**config.mk**
```make
export PLATFORM = sky130hd
export DESIGN_NAME = pos_paper_ctrl
export DESIGN_NICKNAME = d
export VERILOG_FILES = /design/src/shared/pos_pkg.sv /design/src/design/pos_paper_ctrl.sv /design/src/design/pos_sync_edge.sv
export SDC_FILE = /design/constraint.sdc
export NUM_CORES = 1
export LEC_CHECK = 0
export BUFFER_PORTS_ARGS = -buffer_cell sky130_fd_sc_hd__buf_2
export CORE_MARGIN = 4
export CORE_UTILIZATION = 39
export CTS_BUF_LIST = sky130_fd_sc_hd__clkbuf_8
export DETAILED_ROUTE_END_ITERATION = 16
export PLACE_DENSITY = 0.84
export SYNTH_ARGS = -nofsm -noshare
export SYNTH_HDL_FRONTEND = slang
export SYNTH_SLANG_ARGS = --single-unit
```
**constraint.sdc**
```tcl
create_clock -name pclk -period 2.23 [get_ports pclk]
set_input_delay 0.446 -clock pclk [delete_from_list [all_inputs] [get_ports pclk]]
set_output_delay 0.446 -clock pclk [all_outputs]
set_load 0.02 [all_outputs]
```
**src/shared/pos_pkg.sv**
```systemverilog
// Constants and types for the paper-out and switch configuration block
package pos_pkg;
   // -------------------------------------------------------------
   // Register map (APB byte addresses)
   // -------------------------------------------------------------
   localparam logic [11:0] POS_CTRL_OFF   = 12'h000;
   localparam logic [11:0] POS_STATUS_OFF = 12'h004;
   localparam logic [11:0] POS_CONFIG_OFF = 12'h008;
   // -------------------------------------------------------------
   // Control register fields (write 1 pulses)
   // -------------------------------------------------------------
   localparam int POS_CTRL_IGNORE_BIT = 0;
   localparam int POS_CTRL_ENABLE_BIT = 1;
   localparam int POS_CTRL_INIT_BIT   = 2;
   // -------------------------------------------------------------
   // Status register fields
   // -------------------------------------------------------------
   localparam int POS_ST_PAPER_OUT_BIT = 0;
   localparam int POS_ST_ONLINE_BIT    = 1;
   localparam int POS_ST_SENSE_EN_BIT  = 2;
   localparam int POS_ST_SELFTEST_BIT  = 3;
   localparam int POS_ST_TOF_BIT       = 4;
   // -------------------------------------------------------------
   // Config register fields
   // -------------------------------------------------------------
   localparam int POS_CF_SPACING_BIT = 0;
   localparam int POS_CF_FORM_BIT    = 1;
   localparam int POS_CF_SIZE_LSB    = 2;
   localparam int POS_CF_CHARSET_LSB = 4;
   localparam int POS_CF_COLS_LSB    = 8;
   localparam int POS_CF_SLCT_BIT    = 16;
   // -------------------------------------------------------------
   // Values
   // -------------------------------------------------------------
   localparam logic [7:0] POS_COLS_NORMAL    = 8'h50;
   localparam logic [7:0] POS_COLS_CONDENSED = 8'h84;
   localparam logic [1:0] POS_SIZE_NORMAL    = 2'h0;
   localparam logic [1:0] POS_SIZE_CONDENSED = 2'h1;
   localparam logic [1:0] POS_SIZE_EMPH      = 2'h2;
   localparam logic [31:0] POS_RESET_WORD    = 32'h0000_0000;
   typedef enum logic [2:0] {
      POS_ONLINE   = 3'b001,
      POS_OFFLINE  = 3'b010,
      POS_PAPEROUT = 3'b100
   } pos_state_e;
endpackage

```
**src/design/pos_paper_ctrl.sv**
```systemverilog
// Paper-out handling, self-test start and power-up switch configuration
// Operation
// Paper end stops printing, drives status lines
// Paper out forces off-line; line feed works
// Online key after reload clears paper out
// Power cycle or init clears all settings
// Sensor-disable switch at power-up ignores sensor
// Ignore command stops acting on sensor
// Enable command resumes sensor, overriding switch
// Line-feed key at power-up starts self-test
// No self-test while out of paper
// Spacing switch picks sixth or eighth inch
// Form switch picks eleven or twelve inches
// Size switches decode pitch and columns
// Enlarged mode halves the column count
// Charset switch plus bank two selects set
// Select-force switch holds select-in asserted
// Top-of-form resets at power-up and init
// Online key ignored while printing
// Paper-out lamp follows paper-end sensor
// Switches sampled only at power-up or init
// Paper-out held until release or disable
//
// The APB register port and the register offsets were chosen for this implementation.
`timescale 1ns/1ps
`default_nettype none
module pos_paper_ctrl
   import pos_pkg::*;
(
   // Clock and reset
   input  wire logic        pclk,
   input  wire logic        presetn,
   // APB slave
   input  wire logic        psel,
   input  wire logic        penable,
   input  wire logic        pwrite,
   input  wire logic [11:0] paddr,
   input  wire logic [31:0] pwdata,
   input  wire logic [3:0]  pstrb,
   output logic [31:0]      prdata,
   output logic             pready,
   output logic             pslverr,
   // Paper sensor and panel
   input  wire logic        paper_end,
   input  wire logic        online_key,
   input  wire logic        line_feed_key,
   input  wire logic        printing,
   input  wire logic        enlarged,
   // Option switches
   input  wire logic        spacing_switch,
   input  wire logic        form_length_switch,
   input  wire logic        size_select_a,
   input  wire logic        size_select_b,
   input  wire logic        sensor_disable_switch,
   input  wire logic        charset_switch,
   input  wire logic [1:0]  charset_bank2,
   input  wire logic        select_force_switch,
   // Host interface
   input  wire logic        init_n,
   input  wire logic        sensor_ignore_command,
   input  wire logic        sensor_enable_command,
   input  wire logic        ack_request,
   output logic             error_n,
   output logic             paper_empty,
   output logic             busy,
   output logic             ack_n,
   output logic             select_in_force,
   // Printer core
   output logic             print_enable,
   output logic             feed_pulse,
   output logic             tof_reset,
   output logic             selftest_start,
   output logic             paper_out_lamp,
   output logic             online_lamp,
   output logic             spacing_eighth,
   output logic             form_twelve,
   output logic [1:0]       char_size,
   output logic [7:0]       max_columns,
   output logic [2:0]       charset_sel
);
   // ----------------------------------------------------------------
   // Key filtering
   // ----------------------------------------------------------------
   logic online_rise;
   logic lf_level;
   pos_sync_edge u_online (
      .pclk    (pclk),
      .presetn (presetn),
      .key_in  (online_key),
      .level   (),
      .rise    (online_rise)
   );
   pos_sync_edge u_lf (
      .pclk    (pclk),
      .presetn (presetn),
      .key_in  (line_feed_key),
      .level   (lf_level),
      .rise    ()
   );
   // ----------------------------------------------------------------
   // APB decode
   // ----------------------------------------------------------------
   logic        wr_en;
   logic        sel_ctrl;
   logic        sel_status;
   logic        sel_config;
   logic        ctrl_wr;
   logic        sw_ignore;
   logic        sw_enable;
   logic        sw_init;
   assign pready     = 1'b1;
   assign sel_ctrl   = (paddr == POS_CTRL_OFF);
   assign sel_status = (paddr == POS_STATUS_OFF);
   assign sel_config = (paddr == POS_CONFIG_OFF);
   assign pslverr    = psel & penable & ~(sel_ctrl | sel_status | sel_config);
   assign wr_en      = psel & penable & pwrite;
   assign ctrl_wr    = wr_en & sel_ctrl & pstrb[0];
   assign sw_ignore  = ctrl_wr & pwdata[POS_CTRL_IGNORE_BIT];
   assign sw_enable  = ctrl_wr & pwdata[POS_CTRL_ENABLE_BIT];
   assign sw_init    = ctrl_wr & pwdata[POS_CTRL_INIT_BIT];
   // ----------------------------------------------------------------
   // Initialise: power-up once, host init falling edge, or software
   // ----------------------------------------------------------------
   logic boot;
   logic init_q;
   logic init_evt;
   always_ff @(posedge pclk or negedge presetn) begin
      if (!presetn) begin
         boot   <= 1'b1;
         init_q <= 1'b1;
      end else begin
         boot   <= 1'b0;
         init_q <= init_n;
      end
   end
   assign init_evt  = boot | (init_q & ~init_n) | sw_init;
   assign tof_reset = init_evt;
   // ----------------------------------------------------------------
   // Switch capture
   // ----------------------------------------------------------------
   logic       cf_spacing;
   logic       cf_form;
   logic [1:0] cf_size;
   logic [2:0] cf_charset;
   logic       cf_slct;
   logic [1:0] next_size;
   assign next_size = size_select_a ? POS_SIZE_EMPH :
                      (size_select_b ? POS_SIZE_CONDENSED : POS_SIZE_NORMAL);
   // Switches only move with power off, so one sample per init is enough
   always_ff @(posedge pclk or negedge presetn) begin
      if (!presetn) begin
         cf_spacing <= 1'b0;
         cf_form    <= 1'b0;
         cf_size    <= POS_SIZE_NORMAL;
         cf_charset <= 3'h0;
         cf_slct    <= 1'b0;
      end else if (init_evt) begin
         cf_spacing <= spacing_switch;
         cf_form    <= form_length_switch;
         cf_size    <= next_size;
         cf_charset <= {charset_switch, charset_bank2};
         cf_slct    <= select_force_switch;
      end
   end
   assign spacing_eighth  = cf_spacing;
   assign form_twelve     = cf_form;
   assign char_size       = cf_size;
   assign charset_sel     = cf_charset;
   assign select_in_force = cf_slct;
   logic [7:0] base_cols;
   assign base_cols   = (cf_size == POS_SIZE_CONDENSED) ? POS_COLS_CONDENSED : POS_COLS_NORMAL;
   assign max_columns = enlarged ? {1'b0, base_cols[7:1]} : base_cols;
   // ----------------------------------------------------------------
   // Sensor enable
   // ----------------------------------------------------------------
   logic sense_en;
   logic ign_any;
   logic ena_any;
   assign ign_any = sensor_ignore_command | sw_ignore;
   assign ena_any = sensor_enable_command | sw_enable;
   always_ff @(posedge pclk or negedge presetn) begin
      if (!presetn) begin
         sense_en <= 1'b1;
      end else if (init_evt) begin
         sense_en <= ~sensor_disable_switch;
      end else if (ena_any) begin
         sense_en <= 1'b1;
      end else if (ign_any) begin
         sense_en <= 1'b0;
      end
   end
   // ----------------------------------------------------------------
   // Line state
   // ----------------------------------------------------------------
   pos_state_e state;
   pos_state_e next_state;
   logic       sensed_out;
   assign sensed_out = sense_en & paper_end;
   always_comb begin
      next_state = state;
      case (state)
         POS_ONLINE: begin
            if (sensed_out) begin
               next_state = POS_PAPEROUT;
            end else if (online_rise && !printing) begin
               next_state = POS_OFFLINE;
            end
         end
         POS_OFFLINE: begin
            if (sensed_out) begin
               next_state = POS_PAPEROUT;
            end else if (online_rise && !printing) begin
               next_state = POS_ONLINE;
            end
         end
         POS_PAPEROUT: begin
            if (!sense_en) begin
               next_state = POS_OFFLINE;
            end else if (online_rise && !paper_end && !printing) begin
               next_state = POS_ONLINE;
            end
         end
         default: begin
            next_state = POS_OFFLINE;
         end
      endcase
      if (init_evt) begin
         next_state = POS_ONLINE;
      end
   end
   always_ff @(posedge pclk or negedge presetn) begin
      if (!presetn) begin
         state <= POS_ONLINE;
      end else begin
         state <= next_state;
      end
   end
   logic pout;
   assign pout = (state == POS_PAPEROUT);
   // ----------------------------------------------------------------
   // Host status lines, registered
   // ----------------------------------------------------------------
   always_ff @(posedge pclk or negedge presetn) begin
      if (!presetn) begin
         error_n     <= 1'b1;
         paper_empty <= 1'b0;
         busy        <= 1'b1;
         ack_n       <= 1'b1;
      end else begin
         error_n     <= ~(pout | (state == POS_OFFLINE));
         paper_empty <= pout;
         busy        <= (state != POS_ONLINE) | printing;
         ack_n       <= ~(ack_request & (state == POS_ONLINE));
      end
   end
   assign print_enable   = (state == POS_ONLINE);
   assign feed_pulse     = lf_level & (state != POS_ONLINE) & ~printing;
   assign paper_out_lamp = paper_end;
   assign online_lamp    = (state == POS_ONLINE);
   // ----------------------------------------------------------------
   // Self-test
   // ----------------------------------------------------------------
   logic boot_q;
   logic st_flag;
   always_ff @(posedge pclk or negedge presetn) begin
      if (!presetn) begin
         boot_q  <= 1'b0;
         st_flag <= 1'b0;
      end else begin
         boot_q  <= boot;
         if (boot_q && line_feed_key && !(sense_en && paper_end)) begin
            st_flag <= 1'b1;
         end
      end
   end
   // Key is sampled one cycle after power-up to let the switch capture settle
   assign selftest_start = boot_q & line_feed_key & ~(sense_en & paper_end);
   // ----------------------------------------------------------------
   // Read mux
   // ----------------------------------------------------------------
   logic [31:0] status_word;
   logic [31:0] config_word;
   assign status_word = {27'h0, tof_reset, st_flag, sense_en, online_lamp, pout};
   assign config_word = {15'h0, cf_slct, max_columns, 1'b0, cf_charset,
                         cf_size, cf_form, cf_spacing};
   assign prdata = sel_status ? status_word :
                   (sel_config ? config_word : POS_RESET_WORD);
   // ----------------------------------------------------------------
   // Checks
   // ----------------------------------------------------------------
   a_pout_lines: assert property (@(posedge pclk) disable iff (!presetn)
      pout |=> (paper_empty && !error_n && busy && ack_n))
      else $error("paper-out lines wrong");
   a_pout_entry: assert property (@(posedge pclk) disable iff (!presetn)
      (sensed_out && !init_evt) |=> pout)
      else $error("paper out not entered");
   a_online_rel: assert property (@(posedge pclk) disable iff (!presetn)
      (pout && online_rise && !paper_end && sense_en && !init_evt && !printing)
      |=> online_lamp)
      else $error("release by key failed");
   a_init_clear: assert property (@(posedge pclk) disable iff (!presetn)
      init_evt |=> (online_lamp && !pout))
      else $error("init did not clear");
   a_ign_cmd: assert property (@(posedge pclk) disable iff (!presetn)
      (ign_any && !ena_any && !init_evt) |=> !sense_en)
      else $error("ignore command failed");
   a_ena_cmd: assert property (@(posedge pclk) disable iff (!presetn)
      (ena_any && !init_evt) |=> sense_en)
      else $error("enable command failed");
   a_no_test: assert property (@(posedge pclk) disable iff (!presetn)
      (sense_en && paper_end) |-> !selftest_start)
      else $error("self-test while out of paper");
   a_key_busy: assert property (@(posedge pclk) disable iff (!presetn)
      (online_lamp && printing && !sensed_out && !init_evt) |=> online_lamp)
      else $error("online key acted while printing");
   a_cols_half: assert property (@(posedge pclk) disable iff (!presetn)
      (enlarged && cf_size == POS_SIZE_CONDENSED) |-> max_columns == 8'h42)
      else $error("column halving wrong");
   a_cfg_hold: assert property (@(posedge pclk) disable iff (!presetn)
      !init_evt |=> $stable(cf_size) && $stable(cf_spacing))
      else $error("switches resampled");
   c_pout: cover property (@(posedge pclk) disable iff (!presetn) $rose(pout));
   c_rel: cover property (@(posedge pclk) disable iff (!presetn) pout ##1 online_lamp);
   c_test: cover property (@(posedge pclk) disable iff (!presetn) selftest_start);
   c_ign: cover property (@(posedge pclk) disable iff (!presetn) $fell(sense_en));
endmodule
`default_nettype wire

```
**src/design/pos_sync_edge.sv**
```systemverilog
// Three-stage input filter (level from the second stage) with rising edge pulse for a panel key
`timescale 1ns/1ps
`default_nettype none
module pos_sync_edge (
   // Clock and reset
   input  wire logic pclk,
   input  wire logic presetn,
   // Key
   input  wire logic key_in,
   output logic      level,
   output logic      rise
);
   logic stage1;
   logic stage2;
   logic stage3;
   // Keys are mechanical; settle them before edge detection
   always_ff @(posedge pclk or negedge presetn) begin
      if (!presetn) begin
         stage1 <= 1'b0;
         stage2 <= 1'b0;
         stage3 <= 1'b0;
      end else begin
         stage1 <= key_in;
         stage2 <= stage1;
         stage3 <= stage2;
      end
   end
   assign level = stage2;
   assign rise  = stage2 & ~stage3;
endmodule
`default_nettype wire

```
# Word-level counts from Yosys, hierarchy flattened

Cells that the tools add are included.

$add $sub $neg: 0
Multipliers: 0
Divide/modulo/power cells: 0
Magnitude comparators: 0
Eq/ne operators: 10
Shift operators: 0
Multiplexer cells: 17
Bitwise operators: 32
Reduce and logical (&&, ||, !) cells: 12

Operators with widths:

| kind                                                  | number |
|---|---|
| 2-to-1 mux 17 bit                                     | 2 |
| 2-to-1 mux 3 bit                                      | 7 |
| bitwise AND 1 bit                                     | 16 |
| 2-to-1 mux 8 bit                                      | 2 |
| == test 12 x 3 -> 1 bit, second input constant        | 1 |
| == test 12 x 4 -> 1 bit, second input constant        | 1 |
| zero test 12 bit                                      | 1 |
| one-hot mux 3 bit (3 select lines)                    | 1 |
| inverter 1 bit                                        | 8 |
| bitwise OR 1 bit                                      | 8 |
| logical AND 1 bit                                     | 6 |
| 2-to-1 mux 1 bit                                      | 4 |
| inequality test 4 x 2 -> 1 bit, second input constant | 1 |
| inequality test 4 x 3 -> 1 bit, second input constant | 1 |
| inequality test 4 bit, second input constant          | 1 |
| == test 3 x 1 -> 1 bit, second input constant         | 1 |
| == test 3 x 2 -> 1 bit, second input constant         | 1 |
| == test 3 bit, second input constant                  | 1 |
| zero test 1 bit                                       | 3 |
| inequality test 3 x 1 -> 1 bit, second input constant | 1 |
| AND reduction 3 bit                                   | 1 |
| nonzero test 3 bit                                    | 1 |
| == test 2 x 1 -> 1 bit, second input constant         | 1 |
| 2-to-1 mux 2 bit                                      | 1 |

Bits in registers: 25
Latch bits: 0
Bits in writable memories: 0
Memory bits (read-only): 0
Input bits: 71
Output and inout port bits: 60
Memories kept: 0

# Logic depth before layout (Yosys ltp)

Gate-level depths: netlist (run 1).

Depth after elaboration: 9
Gate-level depth with buffers: 7

# By module

Synthesis (run 1) repeated with hierarchy kept, for this count alone.

Cells, all modules: 145
Area total of the unflattened synthesis: 1540.2 um^2

By module, submodules not included:

| module         | instances | cells an instance | area each (um^2) |
|---|---|---|---|
| pos_paper_ctrl | 1         | 137               | 1362.6 |
| pos_sync_edge  | 2         | 4                 | 88.8 |

# Worst setup path after synthesis (run 1)

No wires, ideal clock.

Path type: input to output
Start point: in paddr[7]
End point: out prdata[4]
Arrival: 1.854 ns
Data required time: 1.784 ns
Slack: -0.070 ns
Cell stages on the path: 7
Path buffers: 1
Cells stage by stage: nor4_4 > nand3_4 > o31a_1 > clkinv_2 > buf_12 > nand2_1 > a21oi_1

Word-level cells in the longest chain between the ends: 6
Elaborated cells between the ends (all ways): 9
Those cells by class: eq/ne (2); mux (2); bitwise (4); reduce/logical (1)

RTL lines:

| what                           | RTL line              | RTL |
|---|---|---|
| start: declaration             | pos_paper_ctrl.sv:37  | `input wire logic [11:0] paddr,` |
| zero test 12 bit               | pos_paper_ctrl.sv:112 | `assign sel_ctrl = (paddr == POS_CTRL_OFF);` |
| bitwise AND 1 bit (2 in a row) | pos_paper_ctrl.sv:117 | `assign ctrl_wr = wr_en & sel_ctrl & pstrb[0];` |
| bitwise AND 1 bit              | pos_paper_ctrl.sv:120 | `assign sw_init = ctrl_wr & pwdata[POS_CTRL_INIT_BIT];` |
| bitwise OR 1 bit               | pos_paper_ctrl.sv:136 | `assign init_evt = boot \| (init_q & ~init_n) \| sw_init;` |
| net tof_reset                  | pos_paper_ctrl.sv:71  | `output logic tof_reset,` |
| 2-to-1 mux 17 bit              | pos_paper_ctrl.sv:286 | `assign prdata = sel_status ? status_word :` |
| end: declaration               | pos_paper_ctrl.sv:40  | `output logic [31:0] prdata,` |

The timed path passes the listed nets, and every way through them passes these cells.

# Final worst setup path (run 1)

Start point: in paddr[1]
End point: out prdata[13]

Word-level cells in the longest chain between the ends: 3
Elaborated cells between the ends (all ways): 4
Those cells by class: eq/ne (2); mux (2)

RTL lines:

| what                    | RTL line              | RTL |
|---|---|---|
| == test 12 x 4 -> 1 bit | pos_paper_ctrl.sv:114 | `assign sel_config = (paddr == POS_CONFIG_OFF);` |
| 2-to-1 mux 17 bit       | pos_paper_ctrl.sv:287 | `(sel_config ? config_word : POS_RESET_WORD);` |
| 2-to-1 mux 17 bit *     | pos_paper_ctrl.sv:286 |  |

Every way passes the cells marked *; elsewhere a longest branch is shown, timed or not.

==> flow_metrics.tcl, run 1 <==
set metrics [dict create \
    timing.slew.headroom_pct 64.2 \
    ios 131 \
    fmaxAchievable_mhz 464 \
    fin_nets 301 \
    holdWs_ns 0.141 \
    std_cell_rows 22 \
    antenna_cells 0 \
    yosysSeqAreaShare_pct 42.9 \
    post_drt_via_cell_ratio 4.44 \
    synthAdderAreaFrac_pct 3.39 \
    post_cts.repair.setup_buffers 0 \
    vias 1211 \
    dp_cells 269 \
    synth_top_area_share_pct 30.5 \
    drive_above_1_share_pct 51.1 \
    total_power_mw 1.10 \
    synth_area_mm2 0.00148 \
    die_y_um 69.6 \
    run_status "finished, final reports clean" \
    timing.critical_path.from_type "input port" \
    worstPathRequired_ns 1.78 \
    critical_path.max_fanout 8 \
    tritoncts_clock_tree "yes" \
    synth_mux_area_share_pct 6.60 \
    finalClockSkew_ns 0.00141 \
    synth-async-reset-ratio_pct 100 \
    core_area_mm2 0.00366 \
    globalRoute.totalOverflow 0 \
    number_of_distinct_library_cells_after_synthesis 36 \
    drcViolationCount 0 \
    drt_wl_total_mm 3.33 \
    worstSkewPairLatency_ns 0.27 \
    synth.ff_latch_count 25 \
    sinks_on_clock_net 25 \
    synth_compound_gate_area_share_pct 9.14 \
    grt_pass1_vias 1202 \
    synth_top_family_by_area "simple AND/OR/NAND/NOR gates" \
    cellLeakagePower_nw 1.03 \
    setup_viol 0 \
    root_buffer "sky130_fd_sc_hd__clkbuf_8" \
    number_of_routed_nets_with_antenna_violations 0 \
    cts-htree-levels 1 \
    antenna_found_initial 0 \
    yosys-top-cells-area "sky130_fd_sc_hd__dfrtp_1 (30%), sky130_fd_sc_hd__buf_4 (13%), sky130_fd_sc_hd__dfstp_2 (12%), sky130_fd_sc_hd__mux2_4 (5.1%), sky130_fd_sc_hd__and2_1 (3.8%)" \
    drv_cap 0 \
    die_width_um 69.6 \
    drt_iter0_drc 25 \
    synth_simple_gate_area_share_pct 21.3 \
    global_route_usage_over_all_layers_pct 13.5 \
    synth_area_leader_cell "sky130_fd_sc_hd__dfrtp_1" \
    cts-root-to-sink-buffers 2 \
    synth_cells 141 \
    peakVddDrop_v 0.000254 \
    report.final.slew_viol_count 0 \
    avgRoutedWirePerCell_um 12.2 \
    pwr_density_cell_mw_per_mm2 559 \
    dr.pass1.iters 4 \
    path_clk_slew_ns 0.09 \
    hold_violations 0 \
    min-delay-path-class "in -> async" \
    synth-edff-count 0 \
    global_route_wire_length_before_repair_mm 5.39 \
    xor_xnor_share_of_the_synthesized_area_pct 0 \
    post-dp-hpwl_mm 2.74 \
    initial_utilization_pct 40.4 \
    arrival_time_at_the_worst_endpoint_ns 1.71 \
    portBuffers 79 \
    min_period_ns 2.16 \
    finalWeightedCongestion 0.751 \
    maximum_number_of_pins_on_one_net_before_global_route_repair 26 \
    fin_crit_sh_pct 96.7 \
    ys_dominant_reg_cell "sky130_fd_sc_hd__dfrtp_1" \
    path_class "in -> out" \
    yosys_warnings 0 \
    syn_area_per_cell_um2 10.5 \
    worst_slew_pin_slew_ns 0.537 \
    instances_no_fill 273 \
    endpoint_type_of_the_worst_setup_path "primary output" \
    layout_area_overhead_pct 32.7 \
    die_area_mm2 0.00484 \
    cts-buffers-inserted 3 \
]
## cells by family after synthesis
logic type / after synthesis
simple gates: 49
buf+inv: 34
flops: 25
compound gates: 20
mux: 7
fa+ha+maj: 4
other cells: 2
## worst max-delay path, cell delays in order
cell	delay (ns)
sky130_fd_sc_hd__buf_2	0.11
sky130_fd_sc_hd__nor4_4	0.31
sky130_fd_sc_hd__nand3_4	0.14
sky130_fd_sc_hd__buf_6	0.16
sky130_fd_sc_hd__nor2b_2	0.12
sky130_fd_sc_hd__buf_6	0.12
sky130_fd_sc_hd__and2_1	0.15
sky130_fd_sc_hd__buf_4	0.15
## report_power, final
part	switching (mW)	internal, mW	total, mW
Combinational	0.174	0.116	0.290
Sequential	0.0238	0.495	0.519
Clock	0.157	0.131	0.288
## cell usage after synthesis, types with 3 or more instances
cell                       count
sky130_fd_sc_hd__ha_1          4
sky130_fd_sc_hd__dfrtp_1      18
sky130_fd_sc_hd__inv_1         7
sky130_fd_sc_hd__and3_1        4
sky130_fd_sc_hd__buf_4        25
sky130_fd_sc_hd__a22oi_1       4
sky130_fd_sc_hd__mux2_4        5
sky130_fd_sc_hd__dfstp_2       7
sky130_fd_sc_hd__and2_1        9
sky130_fd_sc_hd__nand2b_1      4
sky130_fd_sc_hd__nor3b_1       3
sky130_fd_sc_hd__nand2_1       8
sky130_fd_sc_hd__nor2_1        9
sky130_fd_sc_hd__a21oi_1       5
## placed cells by master (no fill, tap or decap), types with 2 or more instances in the layout
master	count
sky130_fd_sc_hd__dfrtp_1	18
sky130_fd_sc_hd__nor3b_1	3
sky130_fd_sc_hd__a22oi_1	4
sky130_fd_sc_hd__buf_2	71
sky130_fd_sc_hd__o21ai_0	2
sky130_fd_sc_hd__dfstp_2	7
sky130_fd_sc_hd__buf_6	4
sky130_fd_sc_hd__a31oi_1	2
sky130_fd_sc_hd__mux2_4	5
sky130_fd_sc_hd__buf_4	13
sky130_fd_sc_hd__clkbuf_8	3
sky130_fd_sc_hd__nand2_1	7
sky130_fd_sc_hd__mux2_2	2
sky130_fd_sc_hd__nor2_1	9
sky130_fd_sc_hd__ha_1	4
sky130_fd_sc_hd__nand2b_1	4
sky130_fd_sc_hd__a21oi_1	4
sky130_fd_sc_hd__conb_1	20
sky130_fd_sc_hd__nor4_4	2
sky130_fd_sc_hd__inv_1	7
sky130_fd_sc_hd__and2_1	9
sky130_fd_sc_hd__a21o_1	2
sky130_fd_sc_hd__and3_1	4
## per-stage QoR
| stage | cell area, µm² | worst slack (ns) | TNS (ns) | utilization [%] |
|---|---|---|---|---|
| 2_1_floorplan | 1550 | 0.0131 | 0 | - |
| 3_3_place_gp | 1860 | 0.0256 | 0 | 50.9 |
| 3_5_place_dp | 1860 | 0.0187 | 0 | 50.9 |
| 4_1_cts | 1910 | 0.0175 | 0 | 52.3 |
| 5_1_grt | 1960 | -0.00197 | -0.00383 | 53.6 |
| 6_report | 1960 | 0.0726 | 0 | 53.6 |
## layout make-up
class                      instances  area (µm²)
fill                             366        1700
multi-input combinational        100         687
sequential                        25         634
timing repair buffer              88         498
tap                               48        60.1
clock buffer                       3        41.3
inverter                           8        31.3
clock inverter                     1        8.76
## per-layer routing
layer,track usage (%),vias to the layer above,routed length (µm)
li1,-,600,-
met1,17.2,555,1380
met2,22.6,54,1660
met3,3.19,2,281
met4,4.12,0,16
met5,0,-,0
## worst paths after layout
check / start / endpoint / slack (ns) / depth (start not counted)
max: paddr[1] / prdata[13] / 0.07 / 8
min: presetn / u_online.stage1$_DFF_PN0_ / 0.14 / 1
max reg2reg: boot$_DFF_PN1_ / select_in_force$_DFFE_PN0P_ / 0.78 / 6
min reg2reg: u_online.stage1$_DFF_PN0_ / u_online.level$_DFF_PN0_ / 0.36 / 0
max in group asynchronous: presetn / busy$_DFF_PN1_ / 1.72 / 1
min in group pclk: online_key / u_online.stage1$_DFF_PN0_ / 0.27 / 1
## what timing repair did
action | in CTS | in global routing
hold buffers | 0 | 0
setup endpoints to repair | 0 | 11
gates resized for setup | 0 | 15
endpoints found under the hold margin | 0 | 0
Note: power is estimated with default switching activity, not from simulation.
==> inputs of run 2 (changes only) <==
Settings changed: CORE_MARGIN 4 to 3.
==> run 2 against run 1 <==
Design area is 0.57% lower. Cell count fell by 0.73%. Register-to-register slack got worse by 0.04 ns. Clock skew rose by 0.0042 ns. Combinational power barely moved. First-iteration DRC count shrank 12%. Sequential cell count stayed put. Worst setup slack got worse by 0.012 ns. Fmax shrank 0.55%. Die area shrank 5.7%. Sequential power barely moved. Clock-buffer cell count did not move. Critical endpoint is now prdata[4].
==> flow_metrics.tcl, run 2 (synthesis results as in run 1) <==
set metrics [dict create \
    post_placement_setup_slack_ns 0.0244 \
    tritoncts_clock_tree "yes" \
    cp_top_family "simple AND/OR/NAND/NOR gates" \
    worst_slew_pin_slew_ns 0.548 \
    critical_path.most_common_cell "sky130_fd_sc_hd__buf_6" \
    post-dp-hpwl_mm 2.75 \
    global_route_usage_over_all_layers_pct 14.0 \
    layout_area_overhead_pct 31.9 \
    cts-htree-levels 1 \
    antenna_found_initial 0 \
    ios 131 \
    globalRoute.totalOverflow 0 \
    path_class "in -> out" \
    die_area_mm2 0.00456 \
    fin_crit_sh_pct 97.3 \
    dp_cells 265 \
    worstSkewPairLatency_ns 0.27 \
    std_cell_rows 21 \
    drive_above_1_share_pct 50.7 \
    r2r-end "select_in_force$_DFFE_PN0P_" \
    endpoint_type_of_the_worst_setup_path "primary output" \
    worstPathRequired_ns 1.78 \
    die_y_um 67.6 \
    timing.slew.headroom_pct 63.5 \
    path_clk_slew_ns 0.09 \
    number_of_hold_buffers_added_after_cts 0 \
    report.final.slew_viol_count 0 \
    finalWeightedCongestion 0.804 \
    min_period_ns 2.17 \
    peakVddDrop_v 0.000410 \
    holdWs_ns 0.148 \
    mostFrequentLayoutCell "sky130_fd_sc_hd__buf_2" \
    cellLeakagePower_nw 1.03 \
    die_width_um 67.6 \
    drv_cap 0 \
    crit_chain "buf_6, nor4_4, nand3_4, o31a_1, clkinv_2, nand2_2, a21oi_2, buf_6" \
    critical-path-slowest-cell "sky130_fd_sc_hd__o31a_1" \
    timing.critical_path.from_type "input port" \
    hold_violations 0 \
    fin_setup_tns_ns 0 \
    cts-buffers-inserted 3 \
    reg2regPathDepth 6 \
    finalWorstSetupSlack_ns 0.0606 \
    post_drt_via_cell_ratio 4.55 \
    dr.pass1.iters 4 \
    critical_path.reg2reg.startpoint "boot$_DFF_PN1_" \
    vias 1233 \
    global_route_wire_length_before_repair_mm 4.83 \
    antenna_cells 0 \
    drt_iter0_drc 22 \
    finalClockSkew_ns 0.00565 \
    commonest_cells_after_routing_fill_and_taps_aside "sky130_fd_sc_hd__buf_2 (73), sky130_fd_sc_hd__conb_1 (20), sky130_fd_sc_hd__dfrtp_1 (18), sky130_fd_sc_hd__buf_4 (10)" \
    pwr_density_cell_mw_per_mm2 555 \
    drcViolationCount 0 \
    grt_pass1_vias 1085 \
    sinks_on_clock_net 25 \
    maximum_number_of_pins_on_one_net_before_global_route_repair 26 \
    cts-root-to-sink-buffers 2 \
    initial_utilization_pct 42.3 \
    path_buf_inv 3 \
    portBuffers 79 \
    slowest_delay_ns 0.34 \
    drt_wl_total_mm 3.37 \
    run_status "finished, final reports clean" \
    worst-r2r-setup-slack_ns 0.74 \
    avgRoutedWirePerCell_um 12.4 \
    number_of_routed_nets_with_antenna_violations 0 \
    arrival_time_at_the_worst_endpoint_ns 1.72 \
    fin_nets 301 \
    fmaxAchievable_mhz 461 \
    root_buffer "sky130_fd_sc_hd__clkbuf_8" \
    instances_no_fill 271 \
    setup_viol 0 \
    critical_path.max_fanout 2 \
    unrepaired_setup_endpoints_after_global_routing "yes" \
    core_area_mm2 0.00349 \
    min-delay-path-class "in -> async" \
]
run 2: power by group:
group          switching [mW]  internal (mW)
Sequential             0.0251          0.495
Combinational           0.174          0.119
Clock                   0.143          0.127
Total                   0.342          0.741
run 2: stage by stage:
| step | power, mW | cell area (µm²) | utilization [%] |
|---|---|---|---|
| global placement | 0.809 | 1850 | 52.8 |
| CTS | 1.09 | 1900 | 54.2 |
| finish | 1.08 | 1950 | 55.8 |
| global route | 1.15 | 1950 | 55.8 |
| floorplan | 0.734 | 1550 | - |
| detailed placement | 0.816 | 1850 | 52.8 |
run 2: worst max-delay path by stage:
stage / start / endpoint / slack (ns) / cells past startpoint
3_5_place_dp: paddr[1] / prdata[13] / 0.02 / 8
2_1_floorplan: paddr[1] / prdata[4] / 0.01 / 7
4_1_cts: paddr[1] / prdata[4] / 0.02 / 8
5_1_grt: paddr[4] / prdata[4] / -0.02 / 8
3_3_place_gp: paddr[1] / prdata[10] / 0.04 / 8
6_report: paddr[4] / prdata[4] / 0.06 / 8
run 2: final cells by class:
cell class	instances	area, µm²
Clock buffer	3	41.3
Timing Repair Buffer	88	497
Inverter	8	31.3
Sequential cell	25	634
Fill cell	324	1550
Multi-Input combinational cell	100	681
Tap cell	46	57.6
Clock inverter	1	7.51
run 2: worst register-to-register path: cells and delay by family (launching register included):
family	cells	cell delay (ns)
buffers and inverters	3	0.38
AOI/OAI and AO/OA	2	0.32
muxes	1	0.29
DFF	1	0.38
run 2: what timing repair did:
| item | in CTS | in global routing |
|---|---|---|
| buffers inserted | 0 | 2 |
| gates resized for setup | 0 | 10 |
| setup endpoints to repair | 0 | 11 |
run 2: metal layers:
metal	up-vias	share of wire (%)	GRT usage, %
met1	568	42	18.4
met5	-	0	0
met4	0	0.74	3.80
met2	61	48	23.2
li1	600	-	-
met3	4	9.1	3.00
